<file path="config.mk">
export PLATFORM = sky130hd
export DESIGN_NAME = tape_transport_mode_control
export DESIGN_NICKNAME = d
export VERILOG_FILES = /design/src/transport_pkg.sv /design/src/tape_transport_mode_control.sv /design/src/key_debounce.sv
export SDC_FILE = /design/constraint.sdc
export NUM_CORES = 1
export LEC_CHECK = 0
export BUFFER_PORTS_ARGS = -buffer_cell sky130_fd_sc_hd__buf_2
export CAP_MARGIN = 20
export CORE_MARGIN = 1.5
export CORE_UTILIZATION = 50
export DETAILED_ROUTE_END_ITERATION = 10
export HOLD_SLACK_MARGIN = 0.03
export MAX_ROUTING_LAYER = met4
export PLACE_DENSITY = 0.67
export REMOVE_ABC_BUFFERS = 1
export SLEW_MARGIN = 15
export SYNTH_ARGS = -nofsm -noshare
export SYNTH_HDL_FRONTEND = slang
export SYNTH_SLANG_ARGS = --single-unit
</file>
<file path="constraint.sdc">
create_clock -name CLK_I -period 4.65 [get_ports CLK_I]
set_input_delay 0.6975 -clock CLK_I [delete_from_list [all_inputs] [get_ports CLK_I]]
set_output_delay 0.6975 -clock CLK_I [all_outputs]
set_load 0.005 [all_outputs]
</file>
<file path="src/transport_pkg.sv">
// Shared constants, key indices and types for the transport mode controller
package transport_pkg;

    // Clock and timing
    localparam int CLK_HZ = 100_000_000;
    localparam int DEBOUNCE_MS = 10;
    localparam int CHORD_MS = 20;
    localparam int DEBOUNCE_CYC = (CLK_HZ / 1000) * DEBOUNCE_MS;
    localparam int CHORD_CYC = (CLK_HZ / 1000) * CHORD_MS;
    localparam int CNT_W = 22;

    // Panel key indices
    localparam int NKEYS = 7;
    localparam int K_FFWD = 0;
    localparam int K_REW = 1;
    localparam int K_STOP = 2;
    localparam int K_PLAY = 3;
    localparam int K_REC = 4;
    localparam int K_EDIT = 5;
    localparam int K_SHIFT = 6;

    // Synchronised pin vector layout
    localparam int NPINS = 11;
    localparam int P_CFG_A = 0;
    localparam int P_CFG_B = 1;
    localparam int P_SPD_SEL = 2;
    localparam int P_PAIR_HI = 3;
    localparam int P_MODE_LO = 4;
    localparam int P_MODE_HI = 5;
    localparam int P_REC_RDY = 6;
    localparam int P_SRCH_ACT = 7;
    localparam int P_SRCH_DONE = 8;
    localparam int P_LOCKED = 9;
    localparam int P_STOPPED = 10;

    // Tape speed in half-ips units (7-1/2 ips is 15)
    localparam logic [6:0] HIPS_30 = 7'h3c;
    localparam logic [6:0] HIPS_15 = 7'h1e;
    localparam logic [6:0] HIPS_7P5 = 7'h0f;
    localparam int TRIM_RANGE_PCT = 50;
    localparam int REF_NOMINAL_HZ = 9_600;

    typedef enum logic [1:0] {
        LAMP_DIM = 2'h0,
        LAMP_FLASH = 2'h1,
        LAMP_BRIGHT = 2'h2
    } lamp_t;

    typedef enum logic [1:0] {
        SPD_FIXED = 2'h0,
        SPD_TRIMMED = 2'h1,
        SPD_REFERENCE = 2'h2
    } speed_mode_t;

    typedef enum logic [2:0] {
        REEL_HOLD = 3'h0,
        REEL_FFWD = 3'h1,
        REEL_REW = 3'h2,
        REEL_SPOOL_F = 3'h3,
        REEL_SPOOL_R = 3'h4,
        REEL_DUMP = 3'h5,
        REEL_FREE = 3'h6
    } reel_t;

    typedef enum logic [3:0] {
        ST_STOP = 4'h0,
        ST_FFWD = 4'h1,
        ST_REW = 4'h2,
        ST_SPOOL_F = 4'h3,
        ST_SPOOL_R = 4'h4,
        ST_DECEL = 4'h5,
        ST_PLAY = 4'h6,
        ST_RPLAY = 4'h7,
        ST_REC = 4'h8,
        ST_SPOT = 4'h9,
        ST_RERASE = 4'ha,
        ST_EDIT_RDY = 4'hb,
        ST_UNLOAD = 4'hc,
        ST_DUMP = 4'hd,
        ST_REVERSING = 4'he
    } state_t;

    typedef struct packed {
        lamp_t ffwd;
        lamp_t rew;
        lamp_t stop;
        lamp_t play;
        lamp_t rec;
        lamp_t edit;
    } lamps_t;

    typedef struct packed {
        logic capstan_run;
        logic capstan_rev;
        reel_t reel;
        logic tension;
        logic shield_up;
        logic erase;
        logic record;
    } servo_t;

endpackage

</file>
<file path="src/tape_transport_mode_control.sv">
// Transport mode controller: panel keys to modes, lamps and servo commands
//
// Contract
// - Each lamp is dim when off, flashing when armed, bright when active.
// - Wind-forward press enters fast forward; its lamp goes bright white.
// - Shift pressed while wind-forward held enters forward spooling instead.
// - Rewind press enters rewind; its lamp goes bright white.
// - Shift pressed while rewind held enters reverse spooling.
// - Stop in any moving mode halts tape; stop lamp bright blue.
// - Stop in unload with stop lamp flashing applies tension, lamp bright.
// - Stop with shift reverses capstan, then waits for crystal lock.
// - Play press enters play at selected speed; play lamp bright white.
// - Play during fast forward or rewind decelerates first, then plays.
// - Play in edit-ready enters dump edit.
// - Play during search flashes play lamp; play starts at search end.
// - Play with shift enters reverse play.
// - Any channel armed flashes the record lamp red.
// - Record entry by record+play or punch-in; punch-in by default.
// - Record exit by stop with record held, or play; play by default.
// - Two configuration switch bits choose the entry and exit methods.
// - Record with shift from stop enters spot erase; erase only while record re-held.
// - Record press in reverse play enters reverse erase.
// - Speed select picks high or low speed of the fitted pair.
// - Speed mode is fixed, trimmed within 50 percent, or reference locked.
// - Tension held except edit/unload; head shield up in play and record.
// - Edit press from stop gives edit-ready; again gives unload, no tension.
`timescale 1ns/100ps
module tape_transport_mode_control
    import transport_pkg::*;
#(
    parameter int DEBOUNCE_CYCLES = DEBOUNCE_CYC,
    parameter int CHORD_CYCLES = CHORD_CYC
) (
    // Clock and reset
    input wire logic CLK_I,
    input wire logic RST_N_I,
    // Panel keys, raw from the switches
    input wire logic [NKEYS-1:0] KEY_I,
    // Configuration and speed pins
    input wire logic PUNCH_CONFIG_SWITCH_A_I,
    input wire logic PUNCH_CONFIG_SWITCH_B_I,
    input wire logic SPEED_SELECT_I,
    input wire logic SPEED_PAIR_HIGH_I,
    input wire logic [1:0] SPEED_MODE_I,
    // Status from channels, search and servos
    input wire logic REC_READY_ANY_I,
    input wire logic SEARCH_ACTIVE_I,
    input wire logic SEARCH_DONE_I,
    input wire logic CAPSTAN_LOCKED_I,
    input wire logic TAPE_STOPPED_I,
    // Lamps, servo commands and speed
    output lamps_t LAMPS_O,
    output servo_t SERVO_O,
    output logic [6:0] SPEED_HALF_IPS_O,
    output speed_mode_t SPEED_MODE_O
);

    logic [NKEYS-1:0] held;
    logic [NKEYS-1:0] press;
    logic [NPINS-1:0] pin_raw;
    logic [NPINS-1:0] pin_s1_r;
    logic [NPINS-1:0] pin_r;
    logic [NKEYS-1:0] pend_r;
    logic [CNT_W-1:0] win_r;
    logic win_on_r;
    logic cmd_v_r;
    logic [NKEYS-1:0] cmd_r;
    logic [NKEYS-1:0] eff;
    logic sh;
    logic play_pend_r;
    logic spot_rel_r;
    logic in_method1;
    logic out_method1;
    logic rec_ready;
    state_t state_r;
    state_t state_nxt;
    lamps_t lamps_nxt;
    servo_t servo_nxt;
    logic moving;

    // Key cleaning
    key_debounce #(
        .N(NKEYS),
        .STABLE_CYC(DEBOUNCE_CYCLES)
    ) u_keys (
        .clk_i(CLK_I),
        .rst_n_i(RST_N_I),
        .key_raw_i(KEY_I),
        .level_o(held),
        .press_o(press)
    );

    // Pin synchronisers
    assign pin_raw = {TAPE_STOPPED_I, CAPSTAN_LOCKED_I, SEARCH_DONE_I, SEARCH_ACTIVE_I,
                      REC_READY_ANY_I, SPEED_MODE_I, SPEED_PAIR_HIGH_I, SPEED_SELECT_I,
                      PUNCH_CONFIG_SWITCH_B_I, PUNCH_CONFIG_SWITCH_A_I};

    always_ff @(posedge CLK_I or negedge RST_N_I) begin
        if (!RST_N_I) begin
            pin_s1_r <= '0;
            pin_r <= '0;
        end else begin
            pin_s1_r <= pin_raw;
            pin_r <= pin_s1_r;
        end
    end

    // Switch on selects method 1; off keeps the default method 2
    assign in_method1 = pin_r[P_CFG_A];
    assign out_method1 = pin_r[P_CFG_B];
    assign rec_ready = pin_r[P_REC_RDY];

    // Chord window: gather presses, then issue one command
    always_ff @(posedge CLK_I or negedge RST_N_I) begin
        if (!RST_N_I) begin
            pend_r <= '0;
            win_r <= '0;
            win_on_r <= 1'b0;
            cmd_v_r <= 1'b0;
            cmd_r <= '0;
        end else begin
            cmd_v_r <= 1'b0;
            if (win_on_r && win_r == CNT_W'(CHORD_CYCLES - 1)) begin
                cmd_v_r <= 1'b1;
                cmd_r <= pend_r | press;
                pend_r <= '0;
                win_on_r <= 1'b0;
                win_r <= '0;
            end else if (win_on_r) begin
                pend_r <= pend_r | press;
                win_r <= win_r + 1'b1;
            end else if (|press) begin
                pend_r <= press;
                win_on_r <= 1'b1;
                win_r <= '0;
            end
        end
    end

    // Shift joins every key still held into the chord
    assign sh = cmd_r[K_SHIFT];
    assign eff = cmd_r | (held & {NKEYS{sh}});
    assign moving = (state_r == ST_PLAY) || (state_r == ST_RPLAY) || (state_r == ST_FFWD) ||
                    (state_r == ST_REW) || (state_r == ST_DUMP) || (state_r == ST_SPOOL_F) ||
                    (state_r == ST_SPOOL_R) || (state_r == ST_DECEL) || (state_r == ST_REC) ||
                    (state_r == ST_SPOT) || (state_r == ST_RERASE);

    // Next transport mode
    always_comb begin
        state_nxt = state_r;
        case (state_r)
            ST_DECEL: begin
                if (pin_r[P_STOPPED]) begin
                    state_nxt = ST_PLAY;
                end
            end
            ST_REVERSING: begin
                if (pin_r[P_LOCKED]) begin
                    state_nxt = ST_STOP;
                end
            end
            default: begin
                if (play_pend_r && pin_r[P_SRCH_DONE]) begin
                    state_nxt = ST_PLAY;
                end
            end
        endcase
        if (cmd_v_r && state_r != ST_REVERSING) begin
            if (eff[K_STOP] && sh && state_r != ST_UNLOAD && state_r != ST_EDIT_RDY) begin
                state_nxt = ST_REVERSING;
            end else if (eff[K_STOP]) begin
                if (state_r == ST_REC && out_method1 && held[K_REC]) begin
                    state_nxt = ST_PLAY;
                end else if (state_r == ST_UNLOAD) begin
                    state_nxt = ST_STOP;
                end else if (moving || state_r == ST_EDIT_RDY) begin
                    state_nxt = ST_STOP;
                end
            end else if (state_r == ST_UNLOAD || state_r == ST_EDIT_RDY) begin
                if (eff[K_EDIT] && state_r == ST_EDIT_RDY) begin
                    state_nxt = ST_UNLOAD;
                end else if (eff[K_PLAY] && state_r == ST_EDIT_RDY) begin
                    state_nxt = ST_DUMP;
                end
            end else if (eff[K_FFWD]) begin
                state_nxt = sh ? ST_SPOOL_F : ST_FFWD;
            end else if (eff[K_REW]) begin
                state_nxt = sh ? ST_SPOOL_R : ST_REW;
            end else if (eff[K_REC] && sh) begin
                if (state_r == ST_STOP) begin
                    state_nxt = ST_SPOT;
                end
            end else if (eff[K_PLAY] && sh) begin
                state_nxt = ST_RPLAY;
            end else if (eff[K_REC] && eff[K_PLAY] && in_method1 && rec_ready) begin
                state_nxt = ST_REC;
            end else if (eff[K_PLAY]) begin
                if (state_r == ST_FFWD || state_r == ST_REW) begin
                    state_nxt = ST_DECEL;
                end else if (state_r == ST_REC) begin
                    state_nxt = out_method1 ? ST_REC : ST_PLAY;
                end else if (!pin_r[P_SRCH_ACT]) begin
                    state_nxt = ST_PLAY;
                end
            end else if (eff[K_REC]) begin
                if (state_r == ST_PLAY && !in_method1 && rec_ready) begin
                    state_nxt = ST_REC;
                end else if (state_r == ST_RPLAY) begin
                    state_nxt = ST_RERASE;
                end
            end else if (eff[K_EDIT]) begin
                if (state_r == ST_STOP) begin
                    state_nxt = ST_EDIT_RDY;
                end else if (state_r == ST_PLAY) begin
                    state_nxt = ST_DUMP;
                end
            end
        end
    end

    // Mode register
    always_ff @(posedge CLK_I or negedge RST_N_I) begin
        if (!RST_N_I) begin
            state_r <= ST_STOP;
        end else begin
            state_r <= state_nxt;
        end
    end

    // Play armed during a search; a new arming wins over the clear
    always_ff @(posedge CLK_I or negedge RST_N_I) begin
        if (!RST_N_I) begin
            play_pend_r <= 1'b0;
        end else if (cmd_v_r && eff[K_PLAY] && !sh && pin_r[P_SRCH_ACT]) begin
            play_pend_r <= 1'b1;
        end else if (pin_r[P_SRCH_DONE] || !pin_r[P_SRCH_ACT] || (cmd_v_r && |cmd_r)) begin
            play_pend_r <= 1'b0;
        end
    end

    // Spot erase arms once the entry press has been released
    always_ff @(posedge CLK_I or negedge RST_N_I) begin
        if (!RST_N_I) begin
            spot_rel_r <= 1'b0;
        end else if (state_r != ST_SPOT) begin
            spot_rel_r <= 1'b0;
        end else if (!held[K_REC]) begin
            spot_rel_r <= 1'b1;
        end
    end

    // Lamp levels from the mode
    always_comb begin
        lamps_nxt = '{default: LAMP_DIM};
        case (state_r)
            ST_FFWD, ST_SPOOL_F: lamps_nxt.ffwd = LAMP_BRIGHT;
            ST_REW, ST_SPOOL_R: lamps_nxt.rew = LAMP_BRIGHT;
            ST_STOP: lamps_nxt.stop = LAMP_BRIGHT;
            ST_PLAY, ST_RPLAY: lamps_nxt.play = LAMP_BRIGHT;
            ST_DECEL: lamps_nxt.play = LAMP_FLASH;
            ST_REC, ST_SPOT, ST_RERASE: lamps_nxt.rec = LAMP_BRIGHT;
            ST_EDIT_RDY: lamps_nxt.edit = LAMP_FLASH;
            ST_UNLOAD: lamps_nxt.stop = LAMP_FLASH;
            ST_DUMP: lamps_nxt.edit = LAMP_BRIGHT;
            ST_REVERSING: lamps_nxt.stop = LAMP_FLASH;
            default: lamps_nxt.stop = LAMP_BRIGHT;
        endcase
        if (play_pend_r) begin
            lamps_nxt.play = LAMP_FLASH;
        end
        if (rec_ready && lamps_nxt.rec == LAMP_DIM) begin
            lamps_nxt.rec = LAMP_FLASH;
        end
    end

    // Servo, shield and erase commands from the mode
    always_comb begin
        servo_nxt = '0;
        servo_nxt.reel = REEL_HOLD;
        servo_nxt.capstan_rev = SERVO_O.capstan_rev;
        servo_nxt.tension = (state_r != ST_EDIT_RDY) && (state_r != ST_UNLOAD);
        servo_nxt.shield_up = (state_r == ST_PLAY) || (state_r == ST_REC);
        case (state_r)
            ST_FFWD: servo_nxt.reel = REEL_FFWD;
            ST_REW: servo_nxt.reel = REEL_REW;
            ST_SPOOL_F: servo_nxt.reel = REEL_SPOOL_F;
            ST_SPOOL_R: servo_nxt.reel = REEL_SPOOL_R;
            ST_PLAY, ST_REC: begin
                servo_nxt.capstan_run = 1'b1;
                servo_nxt.capstan_rev = 1'b0;
                servo_nxt.record = (state_r == ST_REC);
            end
            ST_RPLAY, ST_RERASE: begin
                servo_nxt.capstan_run = 1'b1;
                servo_nxt.capstan_rev = 1'b1;
                servo_nxt.erase = (state_r == ST_RERASE);
            end
            ST_REVERSING: begin
                servo_nxt.capstan_run = 1'b1;
                servo_nxt.capstan_rev = 1'b1;
            end
            ST_SPOT: servo_nxt.erase = spot_rel_r && held[K_REC];
            ST_DUMP: begin
                servo_nxt.capstan_run = 1'b1;
                servo_nxt.capstan_rev = 1'b0;
                servo_nxt.reel = REEL_DUMP;
            end
            ST_EDIT_RDY, ST_UNLOAD: servo_nxt.reel = REEL_FREE;
            default: servo_nxt.reel = REEL_HOLD;
        endcase
    end

    // Output registers
    always_ff @(posedge CLK_I or negedge RST_N_I) begin
        if (!RST_N_I) begin
            LAMPS_O <= '{default: LAMP_DIM};
            SERVO_O <= '0;
        end else begin
            LAMPS_O <= lamps_nxt;
            SERVO_O <= servo_nxt;
        end
    end

    // Speed from the fitted pair and selected mode
    always_ff @(posedge CLK_I or negedge RST_N_I) begin
        if (!RST_N_I) begin
            SPEED_HALF_IPS_O <= HIPS_15;
            SPEED_MODE_O <= SPD_FIXED;
        end else begin
            if (pin_r[P_PAIR_HI]) begin
                SPEED_HALF_IPS_O <= pin_r[P_SPD_SEL] ? HIPS_30 : HIPS_15;
            end else begin
                SPEED_HALF_IPS_O <= pin_r[P_SPD_SEL] ? HIPS_15 : HIPS_7P5;
            end
            case (pin_r[P_MODE_HI:P_MODE_LO])
                2'h1: SPEED_MODE_O <= SPD_TRIMMED;
                2'h2: SPEED_MODE_O <= SPD_REFERENCE;
                default: SPEED_MODE_O <= SPD_FIXED;
            endcase
        end
    end
endmodule

</file>
<file path="src/key_debounce.sv">
// Per-key synchroniser and debouncer giving a stable level and a press pulse
`timescale 1ns/100ps
module key_debounce
    import transport_pkg::*;
#(
    parameter int N = NKEYS,
    parameter int STABLE_CYC = DEBOUNCE_CYC
) (
    // Clock and reset
    input wire logic clk_i,
    input wire logic rst_n_i,
    // Raw keys and cleaned results
    input wire logic [N-1:0] key_raw_i,
    output logic [N-1:0] level_o,
    output logic [N-1:0] press_o
);

    genvar g;
    generate
        for (g = 0; g < N; g++) begin : g_key
            logic s1_r;
            logic s2_r;
            logic lvl_r;
            logic prs_r;
            logic [CNT_W-1:0] cnt_r;

            // Two-flop synchroniser
            always_ff @(posedge clk_i or negedge rst_n_i) begin
                if (!rst_n_i) begin
                    s1_r <= 1'b0;
                    s2_r <= 1'b0;
                end else begin
                    s1_r <= key_raw_i[g];
                    s2_r <= s1_r;
                end
            end

            // Level accepted only after it holds steady; press is the rising edge
            always_ff @(posedge clk_i or negedge rst_n_i) begin
                if (!rst_n_i) begin
                    cnt_r <= '0;
                    lvl_r <= 1'b0;
                    prs_r <= 1'b0;
                end else begin
                    prs_r <= 1'b0;
                    if (s2_r == lvl_r) begin
                        cnt_r <= '0;
                    end else if (cnt_r == CNT_W'(STABLE_CYC - 1)) begin
                        cnt_r <= '0;
                        lvl_r <= s2_r;
                        prs_r <= s2_r;
                    end else begin
                        cnt_r <= cnt_r + 1'b1;
                    end
                end
            end

            assign level_o[g] = lvl_r;
            assign press_o[g] = prs_r;

        end
    endgenerate
endmodule

</file>
# --- Word level (Yosys, flattened, before mapping) ---
# Cells that the tools add are included.
# Widths: inputs -> output; s select.
totals:
  regBits: 278
  input_bits: 20
  out_inout_bits: 30
  wordCells: 272
op_classes:
  n_addsub: 8
  eq_ne: 36
  n_mux: 90
  bitwise: 10
  reduce_logical: 68
ops:
  columns: ["cell", "n"]
  rows:
  - ["$mux 22", 17]
  - ["$add 22x1->22 const B", 8]
  - ["$eq 22x20->1 const B", 7]
  - ["$mux 4", 29]
  - ["$eq 4x4->1 const B", 7]
  - ["$logic_and 1x1->1", 24]
  - ["$mux 1", 23]
  - ["$eq 22x21->1 const B", 1]
  - ["$mux 7", 3]
  - ["$pmux 2 s2", 5]
  - ["$pmux 3 s6", 1]
  - ["$eq 4x3->1 const B", 4]
  - ["$logic_or 1x1->1", 16]
  - ["$ne 4x4->1 const B", 4]
  - ["$reduce_and 2->1", 7]
  - ["$reduce_or 2->1", 7]
  - ["$reduce_or 7->1", 2]
  - ["$mux 2", 6]
  - ["$mux 6", 2]
  - ["$reduce_or 12->1", 1]
  - ["$reduce_or 3->1", 3]
  - ["$eq 4x2->1 const B", 2]
  - ["$pmux 4 s2", 1]
  - ["$eq 1x1->1", 7]
  - ["other kinds (16)", 25]

# --- Longest topological paths before layout ---
# Gate-level depths: netlist of the first run.
logic_depth:
  depth_word: 18
  depth_mapped: 9
  ltp_nobuf: 8

# --- By module ---
# Synthesis of the first run repeated with hierarchy kept, for this count alone.
unflattened:
  hier_cells: 1311
  hier_area_um2: 13098.8
by_module_without_submodules:
  columns: ["mod", "n_inst", "cells_each", "area_per_inst_um2", "seq_area_each_um2"]
  rows:
  - ["key_debounce", 1, 872, 8724.6, 4554.4]
  - ["tape_transport_mode_control", 1, 439, 4374.2, 2279.7]

# --- Worst setup path after synthesis of the first run ---
# OpenSTA, ideal clock, no wires.
synth_timing:
  path_kind: "reg2reg"
  start: "register win_r[0]"
  end: "register pend_r[3]"
  setup_ns: 0.121
  arrival_time_ns: 1.838
  t_required_ns: 4.529
  setup_slack_ns: 2.691
  path_stages_with_launch: 8
  n_path_buf: 1
  period_less_slack_ns: 1.959
  cell_sequence: "dfrtp_1 ha_1 and4_1 nand3_1 nor4_1 nand2_1 buf_2 a22o_1"
synth_between:
  elab_chain_cells: 3
  elab_cells_between_ends: 4
  classes_between: "eq/ne (1); mux (1); reduce/logical (2)"
synth_lines:
  columns: ["element", "line_no", "rtl"]
  rows:
  - ["start, declared", "tape_transport_mode_control.sv:64", "logic [CNT_W-1:0] win_r;"]
  - ["start signal, assigned", "tape_transport_mode_control.sv:131", "win_r <= win_r + 1'b1;"]
  - ["$eq 22x21->1 (*)", "tape_transport_mode_control.sv:123", "if (win_on_r && win_r == CNT_W'(CHORD_CYCLES - 1)) begin"]
  - ["$logic_and 1x1->1 (*)", "tape_transport_mode_control.sv:123", null]
  - ["$reduce_bool 3->1 (no line) or $mux 7 (tied branches)", null, null]
  - ["end signal, assigned", "tape_transport_mode_control.sv:130", "pend_r <= pend_r | press;"]
  - ["end signal, assigned", "tape_transport_mode_control.sv:133", "pend_r <= press;"]
  - ["end, declared", "tape_transport_mode_control.sv:63", "logic [NKEYS-1:0] pend_r;"]
# Every way passes the cells marked *; elsewhere a longest branch is shown, timed or not.
# A chain may end at the register's enable or synchronous reset.

# --- Worst setup path after layout of the first run ---
layout_timing:
  start: "register state_r[1]"
  end: "register state_r[2]"
layout_between:
  elab_chain_cells: 18
  elab_cells_between_ends: 66
  classes_between: "eq/ne (17); mux (26); reduce/logical (23)"
layout_lines:
  columns: ["element", "line_no", "rtl"]
  rows:
  - ["start, declared", "tape_transport_mode_control.sv:75", "state_t state_r;"]
  - ["start signal, assigned", "tape_transport_mode_control.sv:226", "state_r <= state_nxt;"]
  - ["branches (longest 17 deep; another with $eq 4x4->1)", null, null]
  - ["$mux 4 (*)", "tape_transport_mode_control.sv:168", "if (cmd_v_r && state_r != ST_REVERSING) begin"]
  - ["via state_nxt[2]", "tape_transport_mode_control.sv:76", "state_t state_nxt;"]
# Mark *: on every way through the listed nets, which the timed path passes.

==> results_dict.tcl, run 1 <==
set metrics [dict create \
    run_status "complete, no violations" \
    ys_seq_area_share_pct 54.6 \
    clock_skew_ns 0.0160 \
    endpoint_kind "flop" \
    max_stage_delay_ns 0.96 \
    post_cts_buffers 0 \
    p_total_uw 4940 \
    pin_count 50 \
    io_buffers 44 \
    start_util_pct 51.2 \
    path_cells "nand4b_1 > o21ai_2 > inv_1 > nand2_1 > nor4b_1 > a2111oi_0 > a21oi_1" \
    synth_area_leaders "dfrtp_1, nor2_1, xor2_1, xnor2_1, nand2_1" \
    drive_gt1_share_pct 9.53 \
    slew_viol_final 0 \
    stdcell_count 1646 \
    relSlewSlack_pct 37.4 \
    die_area_um2 26000 \
    syn_area_um2 12500 \
    crit_family "flip-flops" \
    crit-reg2reg-launch "state_r[1]$_DFF_PN0_" \
    r2r-end "state_r[2]$_DFF_PN0_" \
    dr.pass1.iters 5 \
    grt_max_degree 110 \
    vias_per_cell 5.39 \
    detail-route-antenna-nets 0 \
    utilization_pct 57.4 \
    ys_ff_latch 273 \
    arrival_ns 2.99 \
    hold_path.class "input pin to async pin" \
    hold_violations 0 \
    sequential_cell_area_um2 6830 \
    die_h_um 161 \
    htree_levels 1 \
    coreArea_um2 24500 \
    wl_per_cell_um 14.3 \
    clk_root_buffer_cell "clkbuf_16" \
    r2r_cells 7 \
    critPathSlowestCell "dfrtp_1" \
    setup_violations 0 \
    fmax_ghz 0.389 \
    fin_crit_ns 2.57 \
    critPathMaxFanout 32 \
    n_antenna_cell 0 \
    synthCells 1255 \
    area_growth_pct 12.1 \
    worst_pin_slew_ns 0.939 \
    crit_type "flop to flop" \
    hpwl_um 15800 \
    grt_setup_unrepaired "false" \
    startpoint "state_r[1]$_DFF_PN0_" \
    syn_avg_cell_area_um2 9.98 \
    cts_resized 0 \
    grt_antenna_before_repair 0 \
    numCtsBuffers 29 \
    row_count 57 \
    yosys.area.top_type_share_pct 54.1 \
    drt_iter0_drc 639 \
    yosysUniqueCellTypes 66 \
    synthFlopType "dfrtp_1" \
    p_per_area_nw_per_um2 352 \
    cts.sinks 273 \
    crit_buf_inv 1 \
    drc 0 \
    rrSetupSlack_ns 2.08 \
    cts_tree "built" \
    synthArstFlopShare_pct 100 \
    leakage_uw 0.00621 \
    cp-endpoint "state_r[2]$_DFF_PN0_" \
    groute.usage.overall_pct 19.7 \
    grt_pass1_vias 8683 \
    synth_edf_count 0 \
    timing.final.crit_share_pct 55.3 \
    grt_pass1_wl_um 41700 \
    overflow 0 \
    place_inst 1591 \
    fin_nets 1327 \
    synth_area_leader_cell "dfrtp_1" \
    ir_drop_mv 0.290 \
    cts.hold.buffers_added 0 \
    cts.clk_slew.worst_paths_ns 0.07 \
    wirelength_um 23600 \
    die_w_um 161 \
    start_kind "flop" \
    fill_cells 2079 \
    clock_path_buffers 3 \
    worst_ep_required_time_ns 5.07 \
    ys_warn_count 0 \
    fin_setup_tns_ns 0 \
    path_depth 7 \
    cap_violations 0 \
    multiInputGateArea_um2 5350 \
    clkLatencyLatePin_ns 0.55 \
    vias 8864 \
    gp_congestion 0.920 \
]
[worst min path at each step]
| stage | end | slack [ns] | depth (start not counted) |
|---|---|---|---|
| CTS | pin_s1_r[3]$_DFF_PN0_ | 0.23 | 1 |
| detailed placement | pin_r[5]$_DFF_PN0_ | 0.33 | 0 |
| finish | u_keys.g_key[2].cnt_r[10]$_DFF_PN0_ | 0.23 | 1 |
| global placement | pin_r[2]$_DFF_PN0_ | 0.33 | 0 |
| floorplan | pin_r[0]$_DFF_PN0_ | 0.33 | 0 |
| global route | u_keys.g_key[4].s1_r$_DFF_PN0_ | 0.22 | 1 |
[synth_stat cells, types with 7 or more instances]
cell type and n:
ha_1 8, nand2_1 94, nand3_1 65, nand2b_1 9
nor2_1 227, xor2_1 87, and2_1 10, buf_4 7
nor2b_1 14, clkbuf_1 13, nor3_1 31, a31oi_1 12
buf_2 16, nor4_1 20, a22o_1 8, dfrtp_1 271
xnor2_1 63, a21oi_1 31, nor3b_1 9, and3_1 30
or3_1 10, nand4_1 41, inv_1 33, o21ai_0 40
[area by class of cell]
class                           count  area share, %
Clock inverter                     14           1.17
Tap cell                          324           2.89
Inverter                           33          0.882
Timing Repair Buffer               50           2.14
Sequential cell                   273           48.7
Multi-Input combinational cell    912           38.1
Clock buffer                       40           6.11
[worst register-to-register path, stage by stage (launching register included)]
cell	delay, ns
dfrtp_1	0.96
nand4b_1	0.42
o21ai_2	0.21
inv_1	0.16
nand2_1	0.15
nor4b_1	0.07
a2111oi_0	0.36
a21oi_1	0.11
[cells by family after synthesis]
logic type / count (synthesis) / share of synthesized area (%)
muxes: 10 / 0.929
buffers and inverters: 73 / 2.80
xor gates and xnor gates: 150 / 10.5
DFF: 273 / 54.6
and+or+nand+nor: 602 / 23.6
AOI/OAI and AO/OA: 137 / 6.78
other: 2 / 0.0600
adders and majority gates: 8 / 0.799
[cells in the final DEF, fill, tap and decap left out, types with 31 or more instances in the layout]
cell	instances
a21oi_1	31
buf_2	43
dfrtp_1	271
inv_1	33
nand2_1	94
nand3_1	65
nand4_1	41
nor2_1	227
nor3_1	31
o21ai_0	39
xnor2_1	63
xor2_1	87
[where the power goes]
group          internal (µW)  total (µW)  switching [µW]  leakage [µW]
registers               2410        2440            25.3       0.00369
clock network           1460        2390             933      0.000516
logic                   31.9         115            83.1       0.00200
[through the flow]
| stage | cell area [µm²] | setup WS, ns | hold slack [ns] |
|---|---|---|---|
| floorplan | 12300 | 2.12 | 0.331 |
| global placement | 13000 | 2.22 | 0.333 |
| detailed placement | 13000 | 2.11 | 0.335 |
| CTS | 14000 | 2.10 | 0.225 |
| global route | 14000 | 1.71 | 0.217 |
| finish | 14000 | 2.08 | 0.228 |
[state kept, by name, indices dropped and copies added, names as in the netlist, 2 cells and up]
register            flops
SPEED_MODE_O            2
SERVO_O                 9
pend_r                  7
u_keys.g_key.s1_r       7
state_r                 4
win_r                  22
u_keys.g_key.lvl_r      7
LAMPS_O                10
pin_s1_r               11
SPEED_HALF_IPS_O        4
cmd_r                   7
u_keys.g_key.cnt_r    154
pin_r                  11
u_keys.g_key.s2_r       7
u_keys.g_key.prs_r      7
[routing by layer]
metal	global-route usage (%)	routed length (µm)	vias up
met5	-	0	-
met4	4.92	451	0
met3	2.70	969	33
met2	30.5	10900	162
met1	27.6	11300	4279
li1	-	-	4390
No activity file was read; power rests on OpenSTA's default activity.
==> run 2: changes to the inputs <==
- PLACE_DENSITY: 0.67 -> 0.69
- clock period: 4.65 -> 2.2 ns (I/O delays scaled with it)
==> run 2 against run 1 <==
Against the previous run:
- worst hold slack improved by 0.033 ns
- via count rose by 4.2%
- setup slack got worse by 2.0 ns
- wire length grew 4.4%
- register-to-register slack lost 2.0 ns
- clock power grew 130%
- largest cell class unchanged
- highest routed layer unchanged
==> results_dict.tcl, run 2 (synthesis results as in run 1) <==
set metrics [dict create \
    p_per_area_nw_per_um2 739 \
    n_antenna_cell 0 \
    final_common_cell "dfrtp_1" \
    netSwitchingFraction_pct 20.6 \
    coreArea_um2 24500 \
    die_area_um2 26000 \
    die_w_um 161 \
    hold_violations 0 \
    pin_count 50 \
    gp_congestion 0.904 \
    start_util_pct 51.2 \
    io_buffers 44 \
    clk_root_buffer_cell "clkbuf_16" \
    timing.final.crit_share_pct 95.0 \
    arrival_ns 2.52 \
    grt_pass1_wl_um 42800 \
    grt_pass1_vias 8985 \
    fin_setup_tns_ns 0 \
    numCtsBuffers 29 \
    area_growth_pct 17.9 \
    drt_iter0_drc 429 \
    grt_antenna_before_repair 0 \
    place_area_um2 13400 \
    grt_max_degree 72 \
    crit_type "flop to flop" \
    overflow 0 \
    die_h_um 161 \
    fin_area_um2 14800 \
    max_stage_delay_ns 0.57 \
    place_inst 1641 \
    drc 0 \
    post_cts_buffers 0 \
    worst_pin_slew_ns 0.505 \
    groute.usage.overall_pct 20.2 \
    pwr-share-comb_pct 2.7 \
    rrSetupSlack_ns 0.11 \
    critPathMaxFanout 11 \
    final_cell_mix "dfrtp_1, nor2_1, nand2_1" \
    fin_nets 1396 \
    clkLatencyLatePin_ns 0.55 \
    htree_levels 1 \
    critPathSlowestCell "or4_4" \
    cts.sinks 273 \
    crit-reg2reg-launch "win_r[8]$_DFFE_PN0P_" \
    hold_slack_ns 0.261 \
    leakage_uw 0.00656 \
    fill_cells 2007 \
    fin_crit_ns 2.09 \
    wl_per_cell_um 14.4 \
    wirelength_um 24600 \
    largest-register "u_keys.g_key.cnt_r" \
    clock_skew_ns 0.00848 \
    path_cells "or4_4 > o41ai_4 > buf_6 > nand2_2 > a22o_1" \
    endpoint_kind "flop" \
    dr.pass1.iters 6 \
    slew_viol_final 0 \
    fmax_ghz 0.478 \
    pwr-share-seq_pct 47.2 \
    detail-route-antenna-nets 0 \
    hold_path.class "input pin to async pin" \
    hpwl_um 17000 \
    relSlewSlack_pct 66.1 \
    cts.clk_slew.worst_paths_ns 0.06 \
    vias_per_cell 5.39 \
    r2r-end "pend_r[1]$_DFFE_PN0P_" \
    stdcell_count 1715 \
    cts_tree "built" \
    r2r_cells 5 \
    run_status "complete, no violations" \
    p_sw_uw 2250 \
    start_kind "flop" \
    ir_drop_mv 0.616 \
    clock_path_buffers 3 \
    worst_ep_required_time_ns 2.63 \
    row_count 57 \
    drive_gt1_share_pct 13.1 \
    grt_setup_unrepaired "true" \
    reg.largest.list "u_keys.g_key.cnt_r (154), win_r (22)" \
    setup_violations 0 \
    largest_reg_flops 154 \
    power.share.clock_pct 50.1 \
    cap_violations 0 \
    p_int_uw 8660 \
    vias 9240 \
]
## run 2: cell count changes in the layout (fill, tap and decap cells not counted), moves of 2 or more
cell / previous run / this run
nor4_1: 20 / 18
dlygate4sd3_1: 0 / 19
o21ai_0: 39 / 37
clkinv_2: 9 / 4
dfrtp_1: 271 / 269
dfrtp_2: 0 / 2
buf_4: 4 / 49
clkinvlp_4: 0 / 3
buf_12: 2 / 5
o21ai_1: 7 / 9
clkbuf_8: 9 / 6
bufinv_16: 3 / 7
## run 2: layout make-up
type | count | area (µm²) | area share [%]
sequential | 273 | 6840 | 46.3
multi-input combinational | 912 | 5400 | 36.6
timing repair buffer | 119 | 905 | 6.12
clock buffer | 38 | 820 | 5.55
tap | 324 | 405 | 2.74
clock inverter | 16 | 282 | 1.91
inverter | 33 | 124 | 0.839
## run 2: per-stage QoR
step                setup slack (ns)  power, µW  util (%)
floorplan                     -0.325       5320         -
global placement               0.102       5510      54.9
detailed placement            0.0689       5520      54.9
CTS                           0.0712      11100      60.1
global route                 -0.0298      11300      60.4
finish                         0.110      10900      60.4
## run 2: worst max-delay path, delay by kind of cell, from the launching register on
family / cells / cell delay [ns]
compound gates: 2 / 0.65
flops: 1 / 0.44
simple gates: 2 / 0.69
buf+inv: 1 / 0.20
## run 2: per-layer routing
metal | wire (µm) | part of all wire, % | track usage (%)
met1 | 11700 | 48 | 28.0
met2 | 11400 | 46 | 31.4
met3 | 982 | 4.0 | 3.03
met4 | 461 | 1.9 | 4.67
met5 | 0 | 0 | -
## run 2: what timing repair did
item | CTS | global route
resized for setup | 0 | 14
hold buffers | 19 | 0
endpoints found under the hold margin | 161 | 0
endpoints found under the setup margin | 0 | 54
## run 2: worst max path at each step
stage                     cells past startpoint  slack, ns                     to            startpoint
after floorplan                               6      -0.33  pend_r[0]$_DFFE_PN0P_  win_r[0]$_DFFE_PN0P_
after global placement                        6       0.10   state_r[3]$_DFF_PN0_  state_r[3]$_DFF_PN0_
after detailed placement                      8       0.07   cmd_r[6]$_DFFE_PN0P_  win_r[1]$_DFFE_PN0P_
after CTS                                     8       0.07   cmd_r[3]$_DFFE_PN0P_  win_r[1]$_DFFE_PN0P_
after global routing                          6      -0.03   win_r[8]$_DFFE_PN0P_  win_r[9]$_DFFE_PN0P_
final                                         5       0.11  pend_r[1]$_DFFE_PN0P_  win_r[8]$_DFFE_PN0P_
## run 2: power by group through the flow
stage	sequential (µW)	combinational [µW]	clock [µW]
after detailed placement	5240	278	0
after floorplan	5230	91.7	0
after global placement	5240	276	0
final	5150	294	5470
after global routing	5160	344	5820
after CTS	5150	306	5610
